--- src/core/iac_pkg.sv ---
/*
  Constants for the imager front-end control register bank: addresses,
  field positions, write masks, reset values and the channel encoding.
  Assumes a single synchronous clock domain and a parallel write/read
  port fed by the three-wire serial front end.
*/
// Operation
// Host writes zero to mode bits 8,1,0
// Mode bit 6 enables internal reference
// Mode bit 5 picks three or one channel
// Mode bit 4 picks double sampling or hold
// Mode bit 3 picks 4 V or 3 V clamp
// Mode bit 2 sleeps, registers kept
// Host writes zero to order bits 8,3..0
// Order bit 7 set steps red-green-blue
// Order bit 7 clear steps blue-green-red
// Order bits 6..4 pick single channel
// Single channel never advances
// Gain bits 8..6 zero, 6-bit code
// Gain code is plain unsigned binary
// Offset is 9-bit code, resets zero
// Offset sign-magnitude, bit 8 sign
// Host sets all registers via serial port
// Three-channel steps on converter clock falls
// Address 0 mode,1 order,2-4 gain,5-7 offset
// Mode bit 7 reserved, kept zero
package iac_pkg;
  localparam int unsigned ADDR_W = 3;
  localparam int unsigned DATA_W = 9;
  localparam int unsigned GAIN_W = 6;
  localparam int unsigned MAG_W  = 8;
  localparam int unsigned NUM_REGS = 8;

  // Register addresses
  localparam logic [2:0] ADDR_MODE   = 3'h0;
  localparam logic [2:0] ADDR_ORDER  = 3'h1;
  localparam logic [2:0] ADDR_GAIN_R = 3'h2;
  localparam logic [2:0] ADDR_OFS_R  = 3'h5;

  // Mode field positions
  localparam int unsigned MODE_VREF_BIT  = 6;
  localparam int unsigned MODE_THREE_BIT = 5;
  localparam int unsigned MODE_CDS_BIT   = 4;
  localparam int unsigned MODE_CLAMP_BIT = 3;
  localparam int unsigned MODE_SLEEP_BIT = 2;

  // Order field positions and the offset sign bit
  localparam int unsigned ORDER_RGB_BIT   = 7;
  localparam int unsigned ORDER_RED_BIT   = 6;
  localparam int unsigned ORDER_GREEN_BIT = 5;
  localparam int unsigned ORDER_BLUE_BIT  = 4;
  localparam int unsigned OFS_SIGN_BIT    = 8;

  // Writable bits; all others are stored as zero
  localparam logic [8:0] MODE_WMASK  = 9'h07C;
  localparam logic [8:0] ORDER_WMASK = 9'h0F0;
  localparam logic [8:0] GAIN_WMASK  = 9'h03F;
  localparam logic [8:0] OFS_WMASK   = 9'h1FF;

  // Power-on values
  localparam logic [8:0] MODE_RST  = 9'h078;
  localparam logic [8:0] ORDER_RST = 9'h0C0;
  localparam logic [8:0] GAIN_RST  = 9'h000;
  localparam logic [8:0] OFS_RST   = 9'h000;

  typedef enum logic [1:0] {
    CH_RED   = 2'b00,
    CH_GREEN = 2'b01,
    CH_BLUE  = 2'b10
  } iac_chan_e;
endpackage

--- src/core/iac_regs.sv ---
/*
  Control register bank of the three-channel imager front end, with
  the converter channel sequencer and per-channel gain/offset select.
  Assumes the serial front end delivers one-cycle write strobes with
  address and data, and that the sample and converter clock events
  arrive as one-cycle pulses synchronous to sys_clk.
*/
`timescale 1ns/1ps
module iac_regs (
  input  wire logic       sys_clk,          // 40 MHz system clock
  input  wire logic       rst_n,            // Async reset, active low
  input  wire logic       wrEn,             // Register write strobe
  input  wire logic [2:0] wrAddr,           // Write address
  input  wire logic [8:0] wrData,           // Write data
  input  wire logic [2:0] rdAddr,           // Read address
  output logic      [8:0] rdData,           // Read data, registered
  input  wire logic       secondSampleClock, // Sample pulse, restart
  input  wire logic       converterClockFall, // Converter fall pulse
  output logic            intRefEnable,     // Internal reference on
  output logic            threeChannel,     // Three-channel mode
  output logic            cdsMode,          // Double sampling mode
  output logic            clampHigh,        // 4 V clamp bias
  output logic            sleepMode,        // Low-power sleep
  output logic      [1:0] activeChan,       // Channel on converter
  output logic      [5:0] chanGain,         // Gain of active channel
  output logic      [8:0] chanOffset        // Two's-complement offset
);

  // Reset release through two flops
  logic rstMeta_r;
  logic rstSync_r;

  always_ff @(posedge sys_clk or negedge rst_n) begin
    if (!rst_n) begin
      rstMeta_r <= 1'b0;
      rstSync_r <= 1'b0;
    end else begin
      rstMeta_r <= 1'b1;
      rstSync_r <= rstMeta_r;
    end
  end

  // Write mask per address
  function automatic logic [8:0] wrMask(input logic [2:0] a);
    if (a == iac_pkg::ADDR_MODE)
      wrMask = iac_pkg::MODE_WMASK;   // see R01
    else if (a == iac_pkg::ADDR_ORDER)
      wrMask = iac_pkg::ORDER_WMASK;
    else if (a < iac_pkg::ADDR_OFS_R)
      wrMask = iac_pkg::GAIN_WMASK;
    else
      wrMask = iac_pkg::OFS_WMASK;
  endfunction

  // Power-on value per address
  function automatic logic [8:0] rstVal(input logic [2:0] a);
    if (a == iac_pkg::ADDR_MODE)
      rstVal = iac_pkg::MODE_RST;
    else if (a == iac_pkg::ADDR_ORDER)
      rstVal = iac_pkg::ORDER_RST;
    else if (a < iac_pkg::ADDR_OFS_R)
      rstVal = iac_pkg::GAIN_RST;
    else
      rstVal = iac_pkg::OFS_RST;
  endfunction

  // Sign-magnitude to two's complement; both zeros give zero
  function automatic logic [8:0] smToTc(input logic [8:0] c);
    logic [8:0] mag;
    mag = {1'b0, c[iac_pkg::MAG_W-1:0]};
    if (c[iac_pkg::OFS_SIGN_BIT])
      smToTc = 9'h000 - mag;
    else
      smToTc = mag;
  endfunction

  // Register file state
  logic [8:0] regs_r   [iac_pkg::NUM_REGS];
  logic [8:0] regs_nxt [iac_pkg::NUM_REGS];
  logic [8:0] rdData_r;
  logic [8:0] rdData_nxt;

  // Writes land in one register; sleep keeps contents untouched
  always_comb begin
    for (int i = 0; i < iac_pkg::NUM_REGS; i++) begin
      regs_nxt[i] = regs_r[i];
      if (wrEn && wrAddr == 3'(i))
        regs_nxt[i] = wrData & wrMask(3'(i)); // see R18
    end
    rdData_nxt = regs_r[rdAddr];
  end

  always_ff @(posedge sys_clk or negedge rst_n) begin
    if (!rst_n) begin
      for (int i = 0; i < iac_pkg::NUM_REGS; i++)
        regs_r[i] <= rstVal(3'(i));
      rdData_r <= 9'h000;
    end else if (!rstSync_r) begin
      for (int i = 0; i < iac_pkg::NUM_REGS; i++)
        regs_r[i] <= rstVal(3'(i));
      rdData_r <= 9'h000;
    end else begin
      for (int i = 0; i < iac_pkg::NUM_REGS; i++)
        regs_r[i] <= regs_nxt[i];
      rdData_r <= rdData_nxt;
    end
  end

  // Mode fields straight from the stored register
  logic [8:0] modeReg;
  logic [8:0] orderReg;
  assign modeReg      = regs_r[iac_pkg::ADDR_MODE];
  assign orderReg     = regs_r[iac_pkg::ADDR_ORDER];
  assign intRefEnable = modeReg[iac_pkg::MODE_VREF_BIT];
  assign threeChannel = modeReg[iac_pkg::MODE_THREE_BIT];
  assign cdsMode      = modeReg[iac_pkg::MODE_CDS_BIT];
  assign clampHigh    = modeReg[iac_pkg::MODE_CLAMP_BIT];
  assign sleepMode    = modeReg[iac_pkg::MODE_SLEEP_BIT];
  assign rdData       = rdData_r;

  // Channel sequencer
  iac_pkg::iac_chan_e chan_r;
  iac_pkg::iac_chan_e chan_nxt;
  iac_pkg::iac_chan_e firstChan;
  iac_pkg::iac_chan_e singleChan;
  logic [5:0] gain_r;
  logic [5:0] gain_nxt;
  logic [8:0] ofs_r;
  logic [8:0] ofs_nxt;
  logic       fwdOrder;

  assign fwdOrder = orderReg[iac_pkg::ORDER_RGB_BIT];

  // First channel of a pass; priority red, green, blue if several single bits set
  always_comb begin
    firstChan = fwdOrder ? iac_pkg::CH_RED
                         : iac_pkg::CH_BLUE;   // see R08
    if (orderReg[iac_pkg::ORDER_RED_BIT])
      singleChan = iac_pkg::CH_RED;
    else if (orderReg[iac_pkg::ORDER_GREEN_BIT])
      singleChan = iac_pkg::CH_GREEN;
    else if (orderReg[iac_pkg::ORDER_BLUE_BIT])
      singleChan = iac_pkg::CH_BLUE;
    else
      singleChan = iac_pkg::CH_RED;
  end

  // Sample pulse beats a converter fall in the same cycle; the
  // three-channel sequencer freezes in sleep since the converter is idle then
  always_comb begin
    chan_nxt = chan_r;
    if (!threeChannel) begin
      chan_nxt = singleChan;
    end else if (sleepMode) begin
      chan_nxt = chan_r;
    end else if (secondSampleClock) begin
      chan_nxt = firstChan;                    // see R08
    end else if (converterClockFall) begin
      unique case (chan_r)
        iac_pkg::CH_RED:
          chan_nxt = fwdOrder ? iac_pkg::CH_GREEN : iac_pkg::CH_BLUE;
        iac_pkg::CH_GREEN:
          chan_nxt = fwdOrder ? iac_pkg::CH_BLUE : iac_pkg::CH_RED;
        iac_pkg::CH_BLUE:
          chan_nxt = fwdOrder ? iac_pkg::CH_RED : iac_pkg::CH_GREEN;
        default:
          chan_nxt = firstChan;
      endcase
    end
    // Gain and offset follow the channel and any write this cycle
    gain_nxt = regs_nxt[iac_pkg::ADDR_GAIN_R + {1'b0, chan_nxt}]
               [iac_pkg::GAIN_W-1:0];
    ofs_nxt  = smToTc(regs_nxt[iac_pkg::ADDR_OFS_R + {1'b0, chan_nxt}]);
  end

  always_ff @(posedge sys_clk or negedge rst_n) begin
    if (!rst_n) begin
      chan_r <= iac_pkg::CH_RED;
      gain_r <= 6'h00;
      ofs_r  <= 9'h000;
    end else if (!rstSync_r) begin
      chan_r <= iac_pkg::CH_RED;
      gain_r <= 6'h00;
      ofs_r  <= 9'h000;
    end else begin
      chan_r <= chan_nxt;
      gain_r <= gain_nxt;
      ofs_r  <= ofs_nxt;
    end
  end

  assign activeChan = chan_r;
  assign chanGain   = gain_r;
  assign chanOffset = ofs_r;

  logic run3;
  assign run3 = threeChannel && !sleepMode;
endmodule // iac_regs

--- config.mk ---
export PLATFORM = sky130hd
export DESIGN_NAME = iac_regs
export DESIGN_NICKNAME = d
export VERILOG_FILES = /design/src/core/iac_pkg.sv /design/src/core/iac_regs.sv
export SDC_FILE = /design/constraint.sdc
export NUM_CORES = 1
export LEC_CHECK = 0
export ABC_AREA = 1
export BUFFER_PORTS_ARGS = -buffer_cell sky130_fd_sc_hd__buf_2
export CORE_ASPECT_RATIO = 1.1
export CORE_MARGIN = 2
export CORE_UTILIZATION = 50
export CTS_BUF_LIST = sky130_fd_sc_hd__clkbuf_16
export DETAILED_ROUTE_END_ITERATION = 10
export PLACE_DENSITY = 0.72
export REMOVE_ABC_BUFFERS = 1
export SETUP_SLACK_MARGIN = 0.3
export SLEW_MARGIN = 20
export SYNTH_ARGS = -nofsm -noshare
export SYNTH_HDL_FRONTEND = slang
export SYNTH_SLANG_ARGS = --single-unit
--- constraint.sdc ---
create_clock -name sys_clk -period 1.9 [get_ports sys_clk]
set_input_delay 0 -clock sys_clk [delete_from_list [all_inputs] [get_ports sys_clk]]
set_output_delay 0 -clock sys_clk [all_outputs]
set_load 0.03 [all_outputs]
# Yosys cells after proc, flatten, opt, wreduce, memory -nomap -nowiden
# Cells that the tools add are included.
# op_classes
addsub,3
order_cmp,3
n_eq_ne,9
n_mux,43
n_bitwise,11
n_reduce_logical,10
# op_table
operator,count
9-bit two-way mux,23
9-bit binary-select mux with 3-bit select,3
9-bit bitwise AND,8
72-bit two-way mux,1
2-bit two-way mux,11
6-bit two-way mux,3
"3-bit == test, second input constant",4
"4-bit >= comparator, second input constant",3
3-bit NOT with 4-bit output,3
"1-bit by 8-bit subtractor with 9-bit output, first input constant",1
1-bit logical AND,8
"3-bit by 2-bit == test with 1-bit output, second input constant",2
2-bit case mux with 3 select lines,1
"2-bit by 2-bit adder with 3-bit output, first input constant",1
"3-bit by 2-bit adder with 3-bit output, first input constant",1
"3-bit by 1-bit == test with 1-bit output, second input constant",1
3-bit logical NOT,1
"2-bit by 1-bit == test with 1-bit output, second input constant",1
"2-bit == test, second input constant",1
2-bit logical NOT,1
1-bit two-way mux,1
# word_totals
ff_bits,100
in_bits,20
out_inout_bits,31
word_cells,93

# Depth between registers and ports, before layout
# Gate-level depths: netlist of run 1.
# logic_depth
depth_word,14
depth_mapped,18

# Worst setup path before layout of run 1
# Ideal clock, no wire load.
# synth_timing
path_kind,flip-flop to flip-flop
startpoint,"register regs_r, in the netlist modeReg[5]"
endpoint,register ofs_r[7] (netlist: chanOffset[7])
arrival_time_ps,1975
required_ps,1781
path_slack_ps,-194
stages_incl_launch_ff,12
path_buffers,1
synth_period_minus_slack_ps,2094
path_cell_list,dfstp_2 > inv_1 > nand3_1 > a21boi_4 > buf_6 > nand3_1 > nand3_2 > nand2_1 > nor2_1 > nand2_1 > a21oi_1 > nor2_1
# synth_between
elab_chain_len,9
# synth_lines
item,line,text
from (decl),iac_regs.sv:78,logic [8:0] regs_r [iac_pkg::NUM_REGS];
"from (signal, indexed assignment)",iac_regs.sv:96,regs_r[i] <= rstVal(3'(i));
"from (signal, indexed assignment)",iac_regs.sv:100,regs_r[i] <= rstVal(3'(i));
"from (signal, indexed assignment)",iac_regs.sv:104,regs_r[i] <= regs_nxt[i];
2-bit two-way mux,iac_regs.sv:152,if (!threeChannel) begin
3-bit by 2-bit adder with 3-bit output,iac_regs.sv:173,"ofs_nxt = smToTc(regs_nxt[iac_pkg::ADDR_OFS_R + {1'b0, chan_nxt}]);"
3-bit NOT with 4-bit output (implied by the code),iac_regs.sv:173,
9-bit binary-select mux with 3-bit select (*),iac_regs.sv:173,
9-bit two-way mux (implied by the code) (*) (2 in series),iac_regs.sv:173,
1-bit by 8-bit subtractor with 9-bit output,iac_regs.sv:72,smToTc = 9'h000 - mag;
9-bit two-way mux (*),iac_regs.sv:71,if (c[iac_pkg::OFS_SIGN_BIT])
9-bit two-way mux (*),iac_regs.sv:181,end else if (!rstSync_r) begin
to (signal assigned),iac_regs.sv:188,ofs_r <= ofs_nxt;
to (decl),iac_regs.sv:128,logic [8:0] ofs_r;
# Every way passes the cells marked *; elsewhere a longest branch is shown, timed or not. The select of a mux whose other input is x is not followed.

# Final worst setup path of run 1
# layout_timing
startpoint,"register regs_r, in the netlist orderReg[7]"
endpoint,register ofs_r[4] (netlist: chanOffset[4])
# layout_between
elab_chain_len,14
# layout_lines
item,line,text
1-bit two-way mux (tied with other cells),iac_regs.sv:165,chan_nxt = fwdOrder ? iac_pkg::CH_RED : iac_pkg::CH_GREEN;
2-bit case mux with 3 select lines,iac_regs.sv:159,unique case (chan_r)
2-bit two-way mux,iac_regs.sv:158,end else if (converterClockFall) begin
2-bit two-way mux (*),iac_regs.sv:156,end else if (secondSampleClock) begin
2-bit two-way mux (*),iac_regs.sv:154,end else if (sleepMode) begin
2-bit two-way mux (*),iac_regs.sv:152,
3-bit by 2-bit adder with 3-bit output (*),iac_regs.sv:173,
3-bit NOT with 4-bit output (implied by the code) (*),iac_regs.sv:173,
9-bit binary-select mux with 3-bit select (*),iac_regs.sv:173,
9-bit two-way mux (implied by the code) (*) (2 in series),iac_regs.sv:173,
1-bit by 8-bit subtractor with 9-bit output,iac_regs.sv:72,
9-bit two-way mux (*),iac_regs.sv:71,
9-bit two-way mux (*),iac_regs.sv:181,
# Marks and branches as above.

==> flow_metrics.env, run 1 <==
export IMPL_first_pass_drt_iterations=6
export IMPL_max_vdd_drop_mv=0.442
export IMPL_grt_pass1_vias=5287
export IMPL_setup_violations_final=9
export IMPL_crit_path_start_kind="flop"
export IMPL_detail_route_wl_per_cell_um=18.5
export IMPL_drt_total_wl_um=17800
export IMPL_top_area_cell_type_share_of_the_netlist_area_pct=44.1
export IMPL_gp_congestion=0.987
export IMPL_final_fill_count=795
export IMPL_end_point_of_the_worst_hold_path="regs_r[29]"
export IMPL_min_delay_start="wrData[2]"
export IMPL_grt_total_usage_pct=30.8
export IMPL_io_pins=51
export IMPL_required_time_worst_endpoint_ns=2.14
export IMPL_path_clk_slew_ns=0.07
export IMPL_met2_usage_pct=49.8
export IMPL_min_period_over_period_pct=123
export IMPL_max_freq_mhz=427
export IMPL_seq_power_share_pct=39.0
export IMPL_run_status="finished with violations"
export IMPL_worstSkewPairLatency_ns=0.36
export IMPL_timing_final_crit_period_ns=2.34
export IMPL_drt_vias_per_instance=5.76
export IMPL_num_rows=39
export IMPL_cts_tree="yes"
export IMPL_grt_busiest_layer="met2"
export IMPL_dieArea_mm2=0.0115
export IMPL_areaGrowthSynthToFinish_pct=34.9
export IMPL_regToRegEndpoint="chanOffset[4]"
export IMPL_worstSetupPathType="flop to flop"
export IMPL_power_frac_clock_pct=33.5
export IMPL_number_of_port_buffers=50
export IMPL_global_route_overflow_total=0
export IMPL_root_buffer="sky130_fd_sc_hd__clkbuf_16"
export IMPL_net_count_final=836
export IMPL_synth_common_cells="120 x sky130_fd_sc_hd__nand2_1, 107 x sky130_fd_sc_hd__nor2_1, 94 x sky130_fd_sc_hd__dfrtp_1, 72 x sky130_fd_sc_hd__inv_1, 64 x sky130_fd_sc_hd__o21ai_0"
export IMPL_diodes=0
export IMPL_r2r_slack_ns=-0.44
export IMPL_worst_slew_pin_transition_ns=0.593
export IMPL_hpwl_um=10900
export IMPL_number_of_enable_type_register_cells_in_the_synthesized_netlist=0
export IMPL_rr_startpoint="orderReg[7]"
export IMPL_grt_pass1_wl_um=27000
export IMPL_tritoncts_num_buffers=9
export IMPL_core_area_mm2=0.0104
export IMPL_timing_setup_tns_ns=-3.29
export IMPL_path_max_fanout=7
export IMPL_yosysSeqAreaShare_pct=47.0
export IMPL_die_h_um=112
export IMPL_failed_checks="setup timing"
export IMPL_postSynth_asyncResetShare_pct=100
export IMPL_synth_top_area_cell="sky130_fd_sc_hd__dfrtp_1"
export IMPL_rsz0062_at_grt="yes"
export IMPL_critical_path_endpoint_type="flop"
export IMPL_yosysUniqueCellTypes=39
export IMPL_timing_slew_headroom_pct=60.0
export IMPL_hp_class="primary input to flop"
export IMPL_hold_depth=3
export IMPL_h_tree_levels=3
export IMPL_switch_share_pct=31.7
export IMPL_synthesis_yosys_warnings=0
export IMPL_p_comb_share_pct=27.6
export IMPL_die_width_um=103
export IMPL_netlist_area_mm2=0.00534
export IMPL_synthCells=694
export IMPL_layout_setup_ws_ns=-0.442
export IMPL_grtUsageMet3_pct=6.41
export IMPL_drv_max_cap_violation_count=0
export IMPL_antenna_violations_before_repair=0
export IMPL_drt_iter0_drc=517
export IMPL_timing_final_max_slew_violations=0
export IMPL_syn_area_per_cell_um2=7.69
export IMPL_switchingPower_mw=1.84
export IMPL_static_power_due_to_leakage_nw=3.63
export IMPL_grt_start_max_net_pins=50
export IMPL_numClockSinks=100
export IMPL_synth_top_cells_by_area="sky130_fd_sc_hd__dfrtp_1 44%, sky130_fd_sc_hd__nand2_1 8.4%, sky130_fd_sc_hd__nor2_1 7.5%"
export IMPL_global_route_usage_met1_pct=39.6
export IMPL_post_route_cells_drive_above_1_share_pct=32.8
export IMPL_detail_route_drc_violations=0
export IMPL_final_hold_violation_count=0
export IMPL_ff2ff_path_depth=15
export IMPL_worst_ep_arrival_time_ns=2.59
export IMPL_clock_buffer_depth=2
export IMPL_fin_skew_ns=0.00714
export IMPL_vias=5551
export IMPL_post_route_antenna_net_violation_count=0
export IMPL_ys_flop_type="sky130_fd_sc_hd__dfrtp_1"
export IMPL_starting_density_of_the_core_pct=51.3
export IMPL_yosysMostFrequentCell="sky130_fd_sc_hd__nand2_1"
export IMPL_total_power_per_unit_cell_area_mw_per_mm2=806
export IMPL_ys_seq_elements=100
export IMPL_power_internal_mw=3.97
export IMPL_place_worst_setup_slack_ns=-0.313
==> metrics by stage <==
| step | total power [mW] | cells | instance area, um2 | hold WS [ns] | utilization (%) |
|---|---|---|---|---|---|
| floorplan | 2.95 | 658 | 5140 | -0.296 | - |
| global placement | 3.47 | 920 | 6180 | -0.0205 | 59.5 |
| detailed placement | 3.49 | 920 | 6180 | -0.0120 | 59.5 |
| CTS | 5.60 | 954 | 6940 | 0.00537 | 66.8 |
| global route | 6.01 | 964 | 7200 | 0.0493 | 69.3 |
| finish | 5.81 | 964 | 7200 | 0.0144 | 69.3 |
==> how the worst max path moves through the flow <==
stage / start / end / slack, ns
finish: orderReg[7] / chanOffset[4] / -0.44
global route: orderReg[7] / chanOffset[6] / -0.51
CTS: orderReg[7] / chanOffset[5] / -0.25
detailed placement: orderReg[7] / chanOffset[7] / -0.31
global placement: orderReg[7] / chanOffset[7] / -0.28
floorplan: modeReg[5] / chanOffset[8] / -0.44
==> cells by family after synthesis <==
logic type      Yosys count  synth area share, %
compound gates          167                 17.2
mux                       2                0.375
other cells               1               0.0703
simple gates            308                 26.0
flops                   100                 47.0
buf+inv                 116                 9.24
==> cell type report <==
type / count / area [um2] / area share (%)
well taps: 143 / 179 / 2.48
clock buffers: 9 / 225 / 3.13
clock inverters: 7 / 83.8 / 1.16
inverters: 80 / 310 / 4.31
repair buffers: 147 / 1200 / 16.6
flip-flops and latches: 100 / 2510 / 34.9
multi-input cells: 478 / 2690 / 37.4
==> critical path, stage by stage, from the launching register on <==
cell	delay (ns)
sky130_fd_sc_hd__dfstp_2	0.60
sky130_fd_sc_hd__buf_6	0.12
sky130_fd_sc_hd__a21oi_1	0.06
sky130_fd_sc_hd__nand2_1	0.10
sky130_fd_sc_hd__nand3_2	0.07
sky130_fd_sc_hd__nand2_2	0.08
sky130_fd_sc_hd__nand2_4	0.10
sky130_fd_sc_hd__nand2_8	0.13
sky130_fd_sc_hd__buf_12	0.14
sky130_fd_sc_hd__nand3_2	0.06
sky130_fd_sc_hd__o21ai_2	0.12
sky130_fd_sc_hd__nor2_4	0.08
sky130_fd_sc_hd__nor2_4	0.18
sky130_fd_sc_hd__nand2_2	0.11
sky130_fd_sc_hd__a21oi_2	0.20
sky130_fd_sc_hd__nor2_1	0.07
==> registers in the layout, indices dropped and copies added, names as in the netlist <==
register / cells
regs_r: 54
rstMeta_r: 1
rdData: 9
chanOffset: 9
activeChan: 2
rstSync_r: 1
orderReg: 9
chanGain: 6
modeReg: 9
==> per-layer routing <==
layer	share of wire, %	up-vias
li1	-	2488
met1	37	2634
met2	49	342
met3	8.6	87
met4	5.4	0
met5	0	-
==> layout by cell type (no fill, tap or decap), types with 3 or more instances in the layout <==
cell type	count
sky130_fd_sc_hd__nand2_4	5
sky130_fd_sc_hd__nand3_4	4
sky130_fd_sc_hd__o21ai_0	64
sky130_fd_sc_hd__nor2_4	9
sky130_fd_sc_hd__nor2_2	12
sky130_fd_sc_hd__a21oi_4	3
sky130_fd_sc_hd__dfstp_2	6
sky130_fd_sc_hd__nand3_1	19
sky130_fd_sc_hd__dlygate4sd3_1	8
sky130_fd_sc_hd__inv_2	8
sky130_fd_sc_hd__o21ai_2	7
sky130_fd_sc_hd__clkbuf_16	9
sky130_fd_sc_hd__nand2_1	102
sky130_fd_sc_hd__a21oi_2	9
sky130_fd_sc_hd__nand2_8	4
sky130_fd_sc_hd__or2_2	3
sky130_fd_sc_hd__nand4_1	13
sky130_fd_sc_hd__nor2_1	95
sky130_fd_sc_hd__buf_12	10
sky130_fd_sc_hd__buf_4	65
sky130_fd_sc_hd__a21oi_1	54
sky130_fd_sc_hd__inv_1	71
sky130_fd_sc_hd__buf_6	14
sky130_fd_sc_hd__a31oi_1	9
sky130_fd_sc_hd__o21ai_1	10
sky130_fd_sc_hd__dfrtp_1	93
sky130_fd_sc_hd__nand2_2	23
sky130_fd_sc_hd__buf_2	49
sky130_fd_sc_hd__nand3_2	13
==> power groups by stage <==
| stage | clock [mW] | sequential (mW) | combinational (mW) |
|---|---|---|---|
| 6_report | 1.94 | 2.26 | 1.60 |
| 3_5_place_dp | 0 | 2.30 | 1.19 |
| 3_3_place_gp | 0 | 2.29 | 1.18 |
| 5_1_grt | 2.04 | 2.27 | 1.70 |
| 2_1_floorplan | 0 | 2.40 | 0.547 |
| 4_1_cts | 1.95 | 2.26 | 1.39 |
==> timing repair <==
action / in CTS / in global routing
buffers inserted: 9 / 10
hold buffers: 8 / 0
endpoints found under the hold margin: 40 / 0
endpoints found under the setup margin: 15 / 15
cloned: 1 / 0
pin swaps: 30 / 32
resized for setup: 65 / 42
(Power assumes the default switching activity.)
==> inputs of run 2 (changes only) <==
PLACE_DENSITY = 0.69   (was 0.72)
clock period = 2.4 ns   (was 1.9 ns; I/O delays follow)
==> flow_metrics.env, run 2 (synthesis gave the netlist of run 1 again) <==
export IMPL_end_point_of_the_worst_hold_path="orderReg[6]"
export IMPL_setup_violations_final=0
export IMPL_antenna_violations_before_repair=0
export IMPL_core_area_mm2=0.0104
export IMPL_starting_density_of_the_core_pct=51.3
export IMPL_grt_start_max_net_pins=52
export IMPL_drt_total_wl_um=16600
export IMPL_final_cell_area_mm2=0.00664
export IMPL_largest_reg_flops=54
export IMPL_rsz0062_at_grt="yes"
export IMPL_io_pins=51
export IMPL_timing_final_crit_period_ns=2.34
export IMPL_grt_total_usage_pct=29.3
export IMPL_grt_pass1_wl_um=25500
export IMPL_fin_skew_ns=0.00897
export IMPL_regToRegEndpoint="chanOffset[8]"
export IMPL_worst_slew_pin_transition_ns=0.796
export IMPL_timing_slew_headroom_pct=46.9
export IMPL_worstSkewPairLatency_ns=0.35
export IMPL_drt_iter0_drc=363
export IMPL_grt_pass1_vias=5019
export IMPL_dieArea_mm2=0.0115
export IMPL_path_clk_slew_ns=0.07
export IMPL_layout_area_seq_mm2=0.00251
export IMPL_timing_final_max_slew_violations=0
export IMPL_tritoncts_num_buffers=9
export IMPL_total_power_per_unit_cell_area_mw_per_mm2=655
export IMPL_vias=5235
export IMPL_final_fill_count=893
export IMPL_post_route_cells_drive_above_1_share_pct=24.9
export IMPL_diodes=0
export IMPL_ff2ff_path_depth=13
export IMPL_global_route_overflow_total=0
export IMPL_timing_setup_tns_ns=0
export IMPL_gp_congestion=0.918
export IMPL_first_pass_drt_iterations=5
export IMPL_path_max_fanout=7
export IMPL_detail_route_drc_violations=0
export IMPL_die_h_um=112
export IMPL_crit_path_start_kind="flop"
export IMPL_detail_route_wl_per_cell_um=18.0
export IMPL_final_hold_violation_count=0
export IMPL_max_vdd_drop_mv=0.317
export IMPL_r2r_slack_ns=0.06
export IMPL_max_freq_mhz=428
export IMPL_clock_buffer_depth=2
export IMPL_required_time_worst_endpoint_ns=2.60
export IMPL_worstSetupPathType="flop to flop"
export IMPL_area_of_combinational_cells_with_multiple_inputs_mm2=0.00258
export IMPL_h_tree_levels=3
export IMPL_drv_max_cap_violation_count=0
export IMPL_min_period_over_period_pct=97.3
export IMPL_hp_class="primary input to flop"
export IMPL_layoutNonFillerInstCount=922
export IMPL_cts_tree="yes"
export IMPL_number_of_port_buffers=50
export IMPL_worst_ep_arrival_time_ns=2.54
export IMPL_layout_common_cells="113 x sky130_fd_sc_hd__nand2_1, 98 x sky130_fd_sc_hd__nor2_1, 92 x sky130_fd_sc_hd__dfrtp_1"
export IMPL_numPlacedInstances=869
export IMPL_numClockSinks=100
export IMPL_num_rows=39
export IMPL_critical_path_endpoint_type="flop"
export IMPL_layout_setup_ws_ns=0.0641
export IMPL_net_count_final=794
export IMPL_registers_top_by_ff_count="regs_r"
export IMPL_die_width_um=103
export IMPL_final_common_cell="sky130_fd_sc_hd__nand2_1"
export IMPL_total_power_mw=4.35
export IMPL_rr_startpoint="modeReg[5]"
export IMPL_layout_core_utilization_pct=63.9
export IMPL_hold_depth=3
export IMPL_root_buffer="sky130_fd_sc_hd__clkbuf_16"
export IMPL_hpwl_um=10100
export IMPL_worst_hold_slack_ns=0.0125
export IMPL_place_worst_setup_slack_ns=0.00791
export IMPL_min_delay_start="wrData[6]"
export IMPL_postPlaceCellArea_mm2=0.00574
export IMPL_run_status="finished, final reports clean"
export IMPL_static_power_due_to_leakage_nw=3.37
export IMPL_post_route_antenna_net_violation_count=0
export IMPL_drt_vias_per_instance=5.68
export IMPL_areaGrowthSynthToFinish_pct=24.5
==> run 2: final cells by class <==
class                   count  area share (%)
multi-input cells         480            38.9
clock buffers               9            3.39
flip-flops and latches    100            37.8
well taps                 143            2.69
repair buffers            103            11.4
clock inverters             7            1.19
inverters                  80            4.63
==> run 2: how the worst max path moves through the flow <==
stage	end	cells past startpoint	slack (ns)	start
floorplan	chanOffset[8]	12	0.06	modeReg[5]
global placement	chanOffset[5]	13	0.05	modeReg[5]
detailed placement	chanOffset[6]	13	0.008	modeReg[5]
CTS	chanOffset[5]	16	0.23	orderReg[7]
global route	chanOffset[8]	13	-0.06	modeReg[5]
finish	chanOffset[8]	13	0.06	modeReg[5]
==> run 2: power by group <==
group / leakage (nW) / switching, mW / internal (mW)
Sequential: 1.34 / 0.0343 / 1.76
Clock: 0.162 / 0.610 / 0.896
Combinational: 1.87 / 0.700 / 0.357
==> run 2: worst max-delay path, cell delays in order (launching register included) <==
cell and delay (ns):
sky130_fd_sc_hd__dfstp_2 0.57, sky130_fd_sc_hd__inv_1 0.14, sky130_fd_sc_hd__a21oi_2 0.32, sky130_fd_sc_hd__nand2_8 0.16, sky130_fd_sc_hd__nand2_8 0.15, sky130_fd_sc_hd__nand2_8 0.09
sky130_fd_sc_hd__nand2_8 0.11, sky130_fd_sc_hd__nor2_1 0.06, sky130_fd_sc_hd__nor2_2 0.07, sky130_fd_sc_hd__nand2_1 0.08, sky130_fd_sc_hd__nor2_2 0.15, sky130_fd_sc_hd__nand2_2 0.10
sky130_fd_sc_hd__o21ai_2 0.12, sky130_fd_sc_hd__nor2_1 0.06
==> run 2: repair_timing <==
action                                  4_1_cts  5_1_grt
hold buffers                                  6        0
endpoints found under the setup margin        8        9
buffers inserted                             24        5
gates cloned                                  2        0
gates resized for setup                      32       29
pin swaps                                    20       23
endpoints found under the hold margin        51        0
==> run 2: layer usage <==
| metal | vias to the layer above | part of all wire (%) | global-route usage (%) |
|---|---|---|---|
| li1 | 2409 | - | - |
| met2 | 300 | 48 | 47.0 |
| met4 | 0 | 5.2 | 15.0 |
| met5 | - | 0 | 0 |
| met3 | 75 | 8.7 | 4.79 |
| met1 | 2451 | 38 | 38.0 |
